### src/baud_divider_defines.svh
// Register map, field positions and counts of the baud divider.
`ifndef BAUD_DIVIDER_DEFINES_SVH
`define BAUD_DIVIDER_DEFINES_SVH

// Byte addresses of the registers on the APB bus.
`define BD_ADDR_LOW   12'h000
`define BD_ADDR_HIGH  12'h004
`define BD_ADDR_CTRL  12'h008
`define BD_ADDR_STAT  12'h00C

// Control register bit positions.
`define BD_CTRL_DBL   0
`define BD_CTRL_SYNC  1

// Reset values of the divisor and counter fields.
`define BD_HIGH_RST   4'h0
`define BD_LOW_RST    8'h00
`define BD_PRESC_RST  12'h000
`define BD_POST_RST   4'h0

// Last count of the post-divider: 16, 8 or 2 rate ticks a bit.
`define BD_POST_ASYNC 4'hF
`define BD_POST_DBL   4'h7
`define BD_POST_SYNC  4'h1

// Constants of the datapath.
`define BD_PRESC_ZERO 12'h000
`define BD_PRESC_ONE  12'h001
`define BD_POST_ONE   4'h1
`define BD_RD_ZERO    16'h0000
// Gap counter start after a write reload or reset: one below zero.
`define BD_GAP_PRELOAD 12'hFFF

`endif

### src/baud_divider_pkg.sv
// Types shared by the baud divider design.
package baud_divider_pkg;

  // All state of the divider, registered as one word.
  typedef struct packed {
    logic [3:0]  div_hi;     // Divisor bits 11:8.
    logic [7:0]  div_lo;     // Divisor bits 7:0.
    logic        dbl;        // Double-speed select.
    logic        sync;       // Synchronous operation.
    logic [11:0] presc;      // Prescaler down-counter.
    logic [3:0]  post;       // Post-divider counter.
    logic        rate_tick;  // Prescaler tick.
    logic        bit_tick;   // Bit-period tick.
    logic [15:0] rd;         // Read data for the access phase.
    logic        err;        // Unmapped address seen in setup.
  } state_s;

  // Outputs toward the transmitter and receiver.
  typedef struct packed {
    logic rate_tick;
    logic bit_tick;
    logic dbl;
    logic sync;
  } rate_out_s;

endpackage : baud_divider_pkg

### src/baud_divider.sv
// Programmable baud-rate divider with an APB register slave.
// Behaviour
// - 12-bit divisor, high nibble plus low byte.
// - Low byte write reloads prescaler at once.
// - Bits 15:12 read zero; divisor resets zero.
// - Rate changes mid-frame corrupt; no protection.
// - Divisor zero gives the highest bit rate.
// - Double speed: post-divider eight, async only.
`timescale 1ns/1ps
`include "baud_divider_defines.svh"

module baud_divider (
  input  wire logic                       pclk,
  input  wire logic                       presetn,
  input  wire logic                       psel,
  input  wire logic                       penable,
  input  wire logic                       pwrite,
  input  wire logic [11:0]                paddr,
  input  wire logic [31:0]                pwdata,
  input  wire logic [3:0]                 pstrb,
  output logic      [31:0]                prdata,
  output logic                            pready,
  output logic                            pslverr,
  output baud_divider_pkg::rate_out_s     rate_out
);

  // Registered state and its next value.
  baud_divider_pkg::state_s q_q;
  baud_divider_pkg::state_s q_d;

  // Setup phase: the slave decodes the address here.
  logic setup;
  // Access phase write, taken at the edge that ends it.
  logic wr;
  // Full 12-bit divisor.
  logic [11:0] div;
  // Divisor after a low write in this cycle.
  logic [11:0] new_div;
  // Last post-divider count for the current mode.
  logic [3:0] post_last;

  // The slave never stretches a transfer.
  assign pready = 1'b1;

  assign setup = psel && !penable;
  assign wr    = psel && penable && pwrite;
  assign div   = {q_q.div_hi, q_q.div_lo};
  assign new_div = {q_q.div_hi, pwdata[7:0]};

  // Lanes 0 and 1 carry data; bits 31:16 always read zero.
  assign prdata  = {16'h0000, q_q.rd};
  // The error flag is shown only in the access phase.
  assign pslverr = psel && penable && q_q.err;

  // Rate outputs all come from flip-flops.
  assign rate_out.rate_tick = q_q.rate_tick;
  assign rate_out.bit_tick  = q_q.bit_tick;
  assign rate_out.dbl       = q_q.dbl;
  assign rate_out.sync      = q_q.sync;

  // Post-divider length by mode.
  // double speed
  always_comb
  begin
    if (q_q.sync)
    begin
      // Synchronous clocking ignores the double-speed bit.
      post_last = `BD_POST_SYNC;
    end
    else if (q_q.dbl)
    begin
      post_last = `BD_POST_DBL;
    end
    else
    begin
      post_last = `BD_POST_ASYNC;
    end
  end

  // Next-state logic of the whole block.
  always_comb
  begin
    q_d           = q_q;
    q_d.rate_tick = 1'b0;
    q_d.bit_tick  = 1'b0;

    if (q_q.presc == `BD_PRESC_ZERO)
    begin
      // zero divisor
      // A divisor of zero reloads zero and ticks every cycle.
      q_d.rate_tick = 1'b1;
      q_d.presc     = div;
    end
    else
    begin
      q_d.presc = q_q.presc - `BD_PRESC_ONE;
    end

    // The post-divider advances on each prescaler tick.
    if (q_q.rate_tick)
    begin
      if (q_q.post >= post_last)
      begin
        // Wrap also catches a mode change to a shorter length.
        q_d.post     = `BD_POST_RST;
        q_d.bit_tick = 1'b1;
      end
      else
      begin
        q_d.post = q_q.post + `BD_POST_ONE;
      end
    end

    // Register writes, taken at the end of the access phase.
    // no frame protection
    // A rate change mid-frame is applied as written.
    if (wr && pstrb[0])
    begin
      if (paddr == `BD_ADDR_LOW)
      begin
        q_d.div_lo = pwdata[7:0];
        q_d.presc  = new_div;
      end
      else if (paddr == `BD_ADDR_HIGH)
      begin
        // reserved bits dropped
        // Only the nibble is stored; the prescaler keeps counting.
        q_d.div_hi = pwdata[3:0];
      end
      else if (paddr == `BD_ADDR_CTRL)
      begin
        q_d.dbl  = pwdata[`BD_CTRL_DBL];
        q_d.sync = pwdata[`BD_CTRL_SYNC];
      end
      else
      begin
        // Status is read-only; unmapped writes are ignored.
        q_d.div_lo = q_q.div_lo;
      end
    end

    // Read data and error are captured in the setup phase.
    if (setup)
    begin
      q_d.err = 1'b0;
      if (paddr == `BD_ADDR_LOW)
      begin
        q_d.rd = {8'h00, q_q.div_lo};
      end
      else if (paddr == `BD_ADDR_HIGH)
      begin
        q_d.rd = {12'h000, q_q.div_hi};
      end
      else if (paddr == `BD_ADDR_CTRL)
      begin
        q_d.rd = {14'h0000, q_q.sync, q_q.dbl};
      end
      else if (paddr == `BD_ADDR_STAT)
      begin
        // Live counters let software see the divider run.
        q_d.rd = {q_q.post, q_q.presc};
      end
      else
      begin
        q_d.rd  = `BD_RD_ZERO;
        q_d.err = 1'b1;
      end
    end
  end

  // State register.
  always_ff @(posedge pclk or negedge presetn)
  begin
    if (!presetn)
    begin
      q_q.div_hi    <= `BD_HIGH_RST;
      q_q.div_lo    <= `BD_LOW_RST;
      q_q.dbl       <= 1'b0;
      q_q.sync      <= 1'b0;
      q_q.presc     <= `BD_PRESC_RST;
      q_q.post      <= `BD_POST_RST;
      q_q.rate_tick <= 1'b0;
      q_q.bit_tick  <= 1'b0;
      q_q.rd        <= `BD_RD_ZERO;
      q_q.err       <= 1'b0;
    end
    else
    begin
      q_q <= q_d;
    end
  end

  // Helper: cycles since the last tick or reload.
  // The check below is valid only while the divisor held still.
  logic [11:0] gap_q;        // Cycles counted since the last tick.
  logic        clean_q;      // No high write since the last reload.
  logic        period_ok_q;  // The ending period ran on the present divisor.
  logic        wr_low;       // Low byte write taken at this edge.
  logic        wr_high;      // High byte write taken at this edge.
  logic        reload;       // The prescaler loads a new count at this edge.

  assign wr_low  = wr && pstrb[0] && (paddr == `BD_ADDR_LOW);
  assign wr_high = wr && pstrb[0] && (paddr == `BD_ADDR_HIGH);
  assign reload  = wr_low || (q_q.presc == `BD_PRESC_ZERO);

  // Gap counter used only by the period check.
  // A natural reload comes one edge before the tick that clears the gap,
  // so a write reload or reset starts it one below zero to line up.
  // A high write only takes effect at the next reload, so the period
  // after that reload is the first one that runs on the new divisor.
  always_ff @(posedge pclk or negedge presetn)
  begin
    if (!presetn)
    begin
      gap_q       <= `BD_GAP_PRELOAD;
      clean_q     <= 1'b1;
      period_ok_q <= 1'b0;
    end
    else
    begin
      if (wr_low)
      begin
        gap_q <= `BD_GAP_PRELOAD;
      end
      else if (q_q.rate_tick)
      begin
        gap_q <= `BD_PRESC_RST;
      end
      else
      begin
        gap_q <= gap_q + `BD_PRESC_ONE;
      end
      if (reload)
      begin
        // The period now ending is judged on the divisor seen so far.
        clean_q     <= !wr_high;
        period_ok_q <= clean_q && !wr_high;
      end
      else
      begin
        clean_q <= clean_q && !wr_high;
      end
    end
  end
endmodule : baud_divider

### config.mk
export PLATFORM = sky130hd
export DESIGN_NAME = baud_divider
export DESIGN_NICKNAME = d
export VERILOG_FILES = /design/src/baud_divider_pkg.sv /design/src/baud_divider.sv
export VERILOG_INCLUDE_DIRS = /design/src
export SDC_FILE = /design/constraint.sdc
export NUM_CORES = 1
export LEC_CHECK = 0
export BUFFER_PORTS_ARGS = -buffer_cell sky130_fd_sc_hd__buf_2
export CORE_MARGIN = 2
export CORE_UTILIZATION = 28
export CTS_BUF_LIST = sky130_fd_sc_hd__clkbuf_16
export CTS_CLUSTER_SIZE = 16
export DETAILED_ROUTE_END_ITERATION = 8
export SLEW_MARGIN = 20
export SYNTH_ARGS = -nofsm -noshare
export SYNTH_HDL_FRONTEND = slang
export SYNTH_SLANG_ARGS = --single-unit
export TNS_END_PERCENT = 50
### constraint.sdc
create_clock -name pclk -period 3.27 [get_ports pclk]
set_input_delay 0.1635 -clock pclk [delete_from_list [all_inputs] [get_ports pclk]]
set_output_delay 0.1635 -clock pclk [all_outputs]
set_load 0.01 [all_outputs]
== Word-level counts from Yosys, hierarchy flattened ==
Index checks and enable logic that the tools add are counted.

* Register bits: 49
* Bits of input ports: 53
* Word-level logic and storage cells: 47

* $add $sub $neg: 2
* Magnitude comparators: 1
* Equal/unequal tests: 3
* Mux-type cells: 18
* Bitwise operators: 2
* Reduce and logical (&&, ||, !) cells: 11

{| class="wikitable"
|+ Operators by type and width
! cell !! number
|-
| $mux W16 || 4
|-
| $mux W12 || 3
|-
| $eq A12 B4 Y1 const B || 2
|-
| $logic_not A12 Y1 || 2
|-
| $eq A12 B3 Y1 const B || 1
|-
| $mux W4 || 3
|-
| $sub A12 B1 Y12 const B || 1
|-
| $mux W8 || 1
|-
| $mux W1 || 7
|-
| $logic_and A1 B1 Y1 || 5
|-
| $add A4 B1 Y4 const B || 1
|-
| $ge A4 B4 Y1 || 1
|-
| $reduce_and A4 Y1 || 1
|-
| $reduce_and A3 Y1 || 1
|-
| $not A1 Y1 || 2
|-
| $reduce_and A2 Y1 || 1
|-
| $logic_not A1 Y1 || 1
|}

== Longest topological paths before layout ==
Gate-level depths: netlist of the first run.

* Word-level depth: 5
* Mapped depth: 7

== Least setup slack after synthesis of the first run ==
OpenSTA, ideal clock, no wires.

* Path kind: reg2reg
* Start: register q_q[23] in the netlist's numbering
* End: register q_q[33] in the netlist's numbering
* Library setup time: 0.125 ns
* Data arrival time: 1.699 ns
* Data required time: 3.145 ns
* Setup slack: 1.447 ns
* Stages on the path, launching flop included: 8
* Path buffers: 0
* Cells stage by stage: dfrtp_1 inv_1 ha_1 nor3b_1 nand4b_2 inv_2 a21oi_1 mux2_2

{| class="wikitable"
|+ RTL lines
! what !! RTL line !! text
|-
| start, declared || baud_divider.sv:28 || <nowiki>baud_divider_pkg::state_s q_q;</nowiki>
|-
| start signal, assigned || baud_divider.sv:189 || <nowiki>q_q <= q_d;</nowiki>
|}

==> results_dict.tcl, run 1 <==
set metrics [dict create \
    fin_crit_sh_pct 66.4 \
    num-nets-final 364 \
    drive_above_1_share_pct 25.8 \
    tns_ps 0 \
    required_ps 3440 \
    synth_xor_area_share_pct 1.25 \
    synth_enable_flop_cells 0 \
    regToRegSetupSlack_ps 1100 \
    cp-startpoint "q_q[23]" \
    switchingPower_mw 0.333 \
    power.share.switching_pct 25.7 \
    outcome "complete, no violations" \
    ant_nets 0 \
    worstPathArrival_ps 2340 \
    power_frac_seq_pct 52.8 \
    pre_cts_ws_ps 1090 \
    rsz0062_at_grt "no" \
    holdCritStartpoint "pwdata[5]" \
    min_path_cells 3 \
    r2r_end "q_q[34]" \
    final_core_util_pct 31.7 \
    firstDrtPassIters 4 \
    final_common_cell "dfrtp_1" \
    htree_levels 2 \
    overflow 0 \
    nFillCells 1047 \
    max_stage_delay_ps 430 \
    path_buf_inv 2 \
    holdPathEnd "q_q[28]" \
    via_count 2060 \
    rr_worst_depth 7 \
    grt_max_degree 31 \
    finalSetupViolations 0 \
    yosysWarningCount 0 \
    fp.dieW_um 104 \
    crit_type "reg2reg" \
    areaGrowthSynthToFinish_pct 10.3 \
    postSynthCellCount 282 \
    synthDominantCellAreaShare_pct 43.6 \
    synthTopCellsByArea "dfrtp_1 44%, buf_4 10%, mux2_2 4.0%, o21ai_0 3.0%, ha_1 2.7%" \
    wire_per_inst_um 13.9 \
    drtIter0Drc 87 \
    cts_sinks 49 \
    cts_tree "done" \
    dpl_cell_area_um2 2950 \
    hpwlAfterDp_um 4580 \
    whs_ps 136 \
    slew_headroom_pct 44.8 \
    die-area_um2 10900 \
    crit_path_max_fanout 7 \
    drv_cap 0 \
    multi_input_area_um2 1240 \
    max_freq_mhz 461 \
    pin_count 91 \
    ys_seq_area_share_pct 43.6 \
    power_density_nw_per_um2 418 \
    grt_usage_pct 11.8 \
    synthAdderAreaFrac_pct 2.67 \
    critPathSlowestCell "dfrtp_1" \
    worst_slew_pin_slew_ps 827 \
    final_cell_mix "49 x dfrtp_1, 46 x buf_2, 17 x o21ai_0, 17 x conb_1, 15 x inv_1" \
    clockRootBuffer "clkbuf_16" \
    fin_skew_ps 4.72 \
    synthSimpleGateAreaFrac_pct 17.8 \
    numCtsBuffers 5 \
    final_cells 439 \
    synth_area_per_cell_um2 9.97 \
    ys_ff_latch 49 \
    critPathCaptureType "flip-flop" \
    drc_errors 0 \
    power_mw 1.30 \
    maxSlewViolCount 0 \
    start_util_pct 28.8 \
    gp_congestion 0.829 \
    ir_drop_mv 0.165 \
    row_count 36 \
    synthMuxAreaShare_pct 5.78 \
    crit_family "simple AND/OR/NAND/NOR gates" \
    cts_buffer_depth 2 \
    synth_top_family_by_area "simple AND/OR/NAND/NOR gates" \
    post_cts_buffers 0 \
    r2r-start "q_q[23]" \
    p_int_mw 0.963 \
    startpoint_type "flip-flop" \
    final-hold-violation-count 0 \
    n_antenna_cell 0 \
    stdcell_area_um2 3100 \
    hold_path_class "in2reg" \
    wl_um 6090 \
    core_area_um2 9770 \
    clk_pin_slew_ps 70 \
    syn_area_um2 2810 \
    p_clk_share_pct 37.9 \
    yosysUniqueCellTypes 57 \
    grt_first_pass_wirelength_um 10400 \
    ys.flop_type "dfrtp_1" \
    synth_compound_area_share_pct 14.5 \
    period_needed_ps 2170 \
    grt_pass1_vias 2036 \
    path_cells "inv_1 -> ha_1 -> nor3b_1 -> nand4b_2 -> inv_2 -> a21oi_1 -> mux2_2" \
    clk_latency_ps 290 \
    viasPerCell 4.69 \
    register_area_um2 1230 \
    post-place-cells 430 \
    die_h_um 104 \
    p_leak_nw 1.55 \
    yosys.area.top_type "dfrtp_1" \
    async_flop_share_pct 100 \
    portBuffers 46 \
    antenna_found_initial 0 \
    comb_power_share_pct 9.3 \
    layout_setup_ws_ps 1100 \
]
[layer usage]
metal,wire [µm],track usage [%],part of all wire [%],up-vias
met5,0,0,0,-
met4,58,3.38,0.95,0
met3,246,2.76,4.0,5
met2,2870,19.4,47,53
met1,2920,15.5,48,1006
li1,-,-,-,996
[Yosys cell counts (5+ instances only)]
library cell,number
mux2i_1,5
dfrtp_1,49
nand3_1,12
nor3_1,7
buf_4,38
ha_1,6
o21ai_0,17
clkbuf_1,7
mux2_2,10
inv_1,14
a22o_1,8
nor2_1,7
and3_1,8
nand2_1,14
nand2b_1,6
a21oi_1,7
[registers in the layout (all words and copies together) (netlist names)]
signal    count
rate_out      4
q_q          17
prdata       16
div          12
[power by group through the flow]
stage | Combinational, mW | Sequential, mW | Clock [mW]
2_1_floorplan | 0.110 | 0.669 | 0
3_3_place_gp | 0.117 | 0.693 | 0
3_5_place_dp | 0.121 | 0.694 | 0
4_1_cts | 0.122 | 0.683 | 0.502
5_1_grt | 0.138 | 0.691 | 0.530
6_report | 0.120 | 0.685 | 0.491
[worst max path at each step]
stage	end	slack, ps	cells past startpoint
2_1_floorplan	q_q[33]	1450	7
3_3_place_gp	q_q[33]	1120	7
3_5_place_dp	prdata[5]	1090	6
4_1_cts	q_q[33]	1070	7
5_1_grt	q_q[33]	940	7
6_report	q_q[34]	1100	7
[final cells by class]
type,count,area share (%)
Clock buffer,5,4.03
Clock inverter,3,0.444
Inverter,15,1.81
Multi-Input combinational cell,183,40.1
Sequential cell,49,39.5
Tap cell,133,5.36
Timing Repair Buffer,51,8.71
[worst register-to-register path: cells and delay by family, from the launching register on]
family	cells	cell delay, ps
and+or+nand+nor	2	710
adders and majority gates	1	170
AOI/OAI and AO/OA	1	110
muxes	1	290
buffers and inverters	2	340
DFF	1	430
[cells by family after synthesis]
| logic type | count (synthesis) |
|---|---|
| flip-flops | 49 |
| XOR/XNOR | 4 |
| AO/OA/AOI/OAI | 58 |
| multiplexers | 15 |
| other | 2 |
| buffers and inverters | 65 |
| adder cells (fa/ha/maj) | 6 |
| AND/OR/NAND/NOR | 83 |
[repair_timing]
item,CTS,global route
resized for setup,0,0
endpoints found under the setup margin,0,0
endpoints found under the hold margin,29,0
hold buffers,1,0
No activity file was read; power rests on OpenSTA's default activity.
==> run 2: changes to the inputs <==
==> constraint.sdc (replaced) <==
create_clock -name pclk -period 2 [get_ports pclk]
set_input_delay 0.1 -clock pclk [delete_from_list [all_inputs] [get_ports pclk]]
set_output_delay 0.1 -clock pclk [all_outputs]
set_load 0.01 [all_outputs]
==> run 2 against run 1 <==
Sequential power rose by 64%. Clock power up 87%. Power grew 72%. Clock skew rose by 2.3 ps. Largest power group unchanged.
==> results_dict.tcl, run 2 (synthesized netlist as in run 1, its figures left out) <==
set metrics [dict create \
    outcome "complete, no violations" \
    critPathCaptureType "flip-flop" \
    hold_path_class "in2reg" \
    areaGrowthSynthToFinish_pct 14.7 \
    critPathSlowestCell "or3b_2" \
    fin_crit_sh_pct 91.8 \
    max_stage_delay_ps 470 \
    register_area_um2 1230 \
    period_needed_ps 1840 \
    drv_cap 0 \
    final_cells 449 \
    hold_buffers 1 \
    ant_nets 0 \
    comb_power_share_pct 9.0 \
    power_density_nw_per_um2 693 \
    wire_per_inst_um 13.5 \
    p_int_mw 1.71 \
    final_core_util_pct 33.0 \
    startpoint_type "flip-flop" \
    numCtsBuffers 5 \
    crit_type "reg2reg" \
    num-nets-final 374 \
    power.share.switching_pct 23.7 \
    pre_cts_ws_ps 206 \
    min_path_cells 3 \
    core_area_um2 9770 \
    worst_slew_pin_slew_ps 716 \
    slew_headroom_pct 52.3 \
    post-place-cells 440 \
    start_util_pct 28.8 \
    largest_register_ffs 17 \
    wl_um 6070 \
    final-hold-violation-count 0 \
    switchingPower_mw 0.531 \
    clk_latency_ps 280 \
    gp_congestion 0.838 \
    post_cts_buffers 0 \
    drive_above_1_share_pct 27.8 \
    cts_buffer_depth 2 \
    final_cell_mix "49 x dfrtp_1, 46 x buf_2, 17 x o21ai_0, 17 x conb_1, 15 x inv_1" \
    multi_input_area_um2 1240 \
    path_cells "inv_1 -> ha_1 -> or3b_2 -> or3_1 -> a31oi_1 -> o31ai_1" \
    ir_drop_mv 0.314 \
    firstDrtPassIters 4 \
    tns_ps 0 \
    die_h_um 104 \
    p_leak_nw 1.62 \
    fp.dieW_um 104 \
    pin_count 91 \
    overflow 0 \
    rsz0062_at_grt "no" \
    cts_sinks 49 \
    p_clk_share_pct 41.1 \
    power_frac_seq_pct 49.9 \
    final_common_cell "dfrtp_1" \
    die-area_um2 10900 \
    antenna_found_initial 0 \
    viasPerCell 4.61 \
    grt_first_pass_wirelength_um 9960 \
    n_antenna_cell 0 \
    layout_setup_ws_ps 163 \
    ctsResizeCount 0 \
    htree_levels 2 \
    finalSetupViolations 0 \
    fin_skew_ps 7.04 \
    via_count 2069 \
    drc_errors 0 \
    hpwlAfterDp_um 4670 \
    clk_pin_slew_ps 60 \
    rr_worst_depth 6 \
    grt_usage_pct 11.4 \
    max_freq_mhz 544 \
    crit_path_max_fanout 3 \
    worstPathArrival_ps 2000 \
    grt_max_degree 29 \
    clockRootBuffer "clkbuf_16" \
    required_ps 2160 \
    cts_tree "done" \
    grt_pass1_vias 1947 \
    portBuffers 46 \
    row_count 36 \
    stdcell_area_um2 3230 \
    whs_ps 69.2 \
    dpl_cell_area_um2 3050 \
    power_mw 2.24 \
    maxSlewViolCount 0 \
    drtIter0Drc 126 \
    nFillCells 1008 \
    regMostFlops "q_q" \
]
run 2: per-layer routing:
layer  part of all wire (%)  track usage (%)
met1                     49             15.3
met2                     46             18.2
met3                    3.8             2.51
met4                    1.6             3.57
met5                      0                0
run 2: worst paths after layout:
kind                            slack [ps]      start   endpoint
worst min register to register         480  prdata[2]  prdata[2]
worst max register to register         160    q_q[23]    q_q[30]
min in group asynchronous              380    presetn  prdata[1]
worst max-delay path                   160    q_q[23]    q_q[30]
worst min-delay path                    70  pwdata[6]    q_q[29]
max in group asynchronous             1080    presetn  prdata[7]
run 2: area by class of cell:
type                            instances  share of cell area (%)
Clock buffer                            5                    3.88
Clock inverter                          3                    1.16
Inverter                               15                    1.74
Multi-Input combinational cell        183                    38.6
Sequential cell                        49                    38.0
Tap cell                              133                    5.16
Timing Repair Buffer                   61                    11.5
run 2: power groups by stage:
stage / logic [mW] / registers, mW / clock network, mW
6_report: 0.201 / 1.12 / 0.919
5_1_grt: 0.228 / 1.12 / 0.977
4_1_cts: 0.205 / 1.11 / 0.943
3_5_place_dp: 0.203 / 1.13 / 0
3_3_place_gp: 0.199 / 1.13 / 0
2_1_floorplan: 0.180 / 1.09 / 0
run 2: worst max-delay path, delay by kind of cell, from the launching register on:
family,cells,cell delay [ps]
AND/OR/NAND/NOR,2,820
flip-flops,1,390
AO/OA/AOI/OAI,2,260
adder cells (fa/ha/maj),1,160
buffers and inverters,1,80
==> run 3: changes to the inputs <==
==> constraint.sdc (replaced) <==
create_clock -name pclk -period 2 [get_ports pclk]
set_input_delay 0.4 -clock pclk [delete_from_list [all_inputs] [get_ports pclk]]
set_output_delay 0.4 -clock pclk [all_outputs]
set_load 0.01 [all_outputs]
==> run 3 against run 2 <==
Setup slack got worse by 23 ps. Cell area about the same. Clock power decreased by 8.4%. Register-to-register slack got worse by 20 ps. Combinational power increased by 3%. Critical path type unchanged. Sequential cell count unchanged. Die area unchanged. Via count about the same. Count of clock-buffer cells in the layout unchanged. First-iteration DRC count decreased by 18%. Core utilization about the same.
==> results_dict.tcl, run 3 (synthesized netlist as in run 1, its figures left out) <==
set metrics [dict create \
    required_ps 2170 \
    cts_buffer_depth 2 \
    final_cell_mix "49 x dfrtp_1, 46 x buf_2, 18 x buf_4" \
    ir_drop_mv 0.399 \
    n_antenna_cell 0 \
    start_util_pct 28.8 \
    crit_type "reg2reg" \
    fin_crit_sh_pct 93.0 \
    overflow 0 \
    core_area_um2 9770 \
    grt_first_pass_wirelength_um 10700 \
    worst_slew_pin_slew_ps 547 \
    maxSlewViolCount 0 \
    regToRegSetupSlack_ps 140 \
    portBuffers 46 \
    wl_um 6220 \
    layout_setup_ws_ps 140 \
    hpwlAfterDp_um 4840 \
    clk_latency_ps 290 \
    pre_cts_ws_ps -15.9 \
    dpl_cell_area_um2 3080 \
    regMostFlops "q_q" \
    final_common_cell "dfrtp_1" \
    clockRootBuffer "clkbuf_16" \
    max_stage_delay_ps 480 \
    drtIter0Drc 103 \
    htree_levels 2 \
    startpoint_type "flip-flop" \
    whs_ps 87.0 \
    crit_path_max_fanout 3 \
    wl_met3_um 224 \
    final-hold-violation-count 0 \
    ctsResizeCount 0 \
    areaGrowthSynthToFinish_pct 14.7 \
    drc_errors 0 \
    dr_wl_met2_um 2940 \
    power_density_nw_per_um2 671 \
    grt_pass1_vias 2097 \
    antenna_found_initial 0 \
    slew_headroom_pct 63.6 \
    p_leak_nw 1.62 \
    clk_pin_slew_ps 70 \
    viasPerCell 4.56 \
    num-nets-final 378 \
    worstPathArrival_ps 2030 \
    critPathCaptureType "flip-flop" \
    max_freq_mhz 538 \
    path_cells "inv_1 -> ha_1 -> or3b_2 -> or3_1 -> a31oi_1 -> o31ai_1" \
    largest_register_ffs 17 \
    hold_buffers 0 \
    final_core_util_pct 33.0 \
    wl_met1_um 2980 \
    die-area_um2 10900 \
    gp_congestion 0.795 \
    fp.dieW_um 104 \
    wire_per_inst_um 13.7 \
    fin_skew_ps 7.30 \
    drive_above_1_share_pct 29.7 \
    power_mw 2.17 \
    hold_path_class "in2async" \
    path_buf_inv 1 \
    period_needed_ps 1860 \
    pin_count 91 \
    firstDrtPassIters 4 \
    grt_usage_pct 12.1 \
    finalSetupViolations 0 \
    final_cells 453 \
    highest_layer "met4" \
    post_cts_buffers 0 \
    critPathSlowestCell "or3b_2" \
    outcome "complete, no violations" \
    die_h_um 104 \
    stdcell_area_um2 3230 \
    tns_ps 0 \
    cts_sinks 49 \
    cts_tree "done" \
    rsz0062_at_grt "no" \
    via_count 2067 \
    drv_cap 0 \
    post-place-cells 445 \
    grt_max_degree 23 \
    crit_family "simple AND/OR/NAND/NOR gates" \
    row_count 36 \
    ant_nets 0 \
    numCtsBuffers 5 \
]
[run 3: cell count changes in the layout (fill, tap and decap cells not counted), sizes merged]
cell	delta
dlygate4sd3	-1
bufinv	-1
clkinvlp	+1
buf	+5
[run 3: worst paths after layout]
path,startpoint,endpoint,depth (start not counted)
hold reg to reg,q_q[0],q_q[0],2
setup / recovery,q_q[23],q_q[30],6
min in group pclk,pwdata[5],q_q[28],3
hold / removal,presetn,prdata[1],1
max in group asynchronous,presetn,prdata[0],2
setup reg to reg,q_q[23],q_q[30],6
[run 3: area by class of cell]
cell class / count / area [µm²]
clock buffers: 5 / 125
clock inverters: 3 / 21.3
fillers: 1010 / 6550
inverters: 15 / 56.3
multi-input cells: 183 / 1240
flip-flops and latches: 49 / 1230
well taps: 133 / 166
repair buffers: 65 / 385
[run 3: report_power, final]
group / total (mW) / leakage, nW / internal, mW / switching (mW)
Sequential: 1.12 / 0.610 / 1.03 / 0.0845
Combinational: 0.207 / 0.945 / 0.0926 / 0.114
Clock: 0.842 / 0.0702 / 0.466 / 0.376
[run 3: metal layers]
| metal | up-vias | global-route usage [%] |
|---|---|---|
| met5 | - | 0 |
| met4 | 0 | 3.47 |
| met3 | 5 | 2.26 |
| met2 | 55 | 19.6 |
| met1 | 978 | 16.6 |
| li1 | 1029 | - |
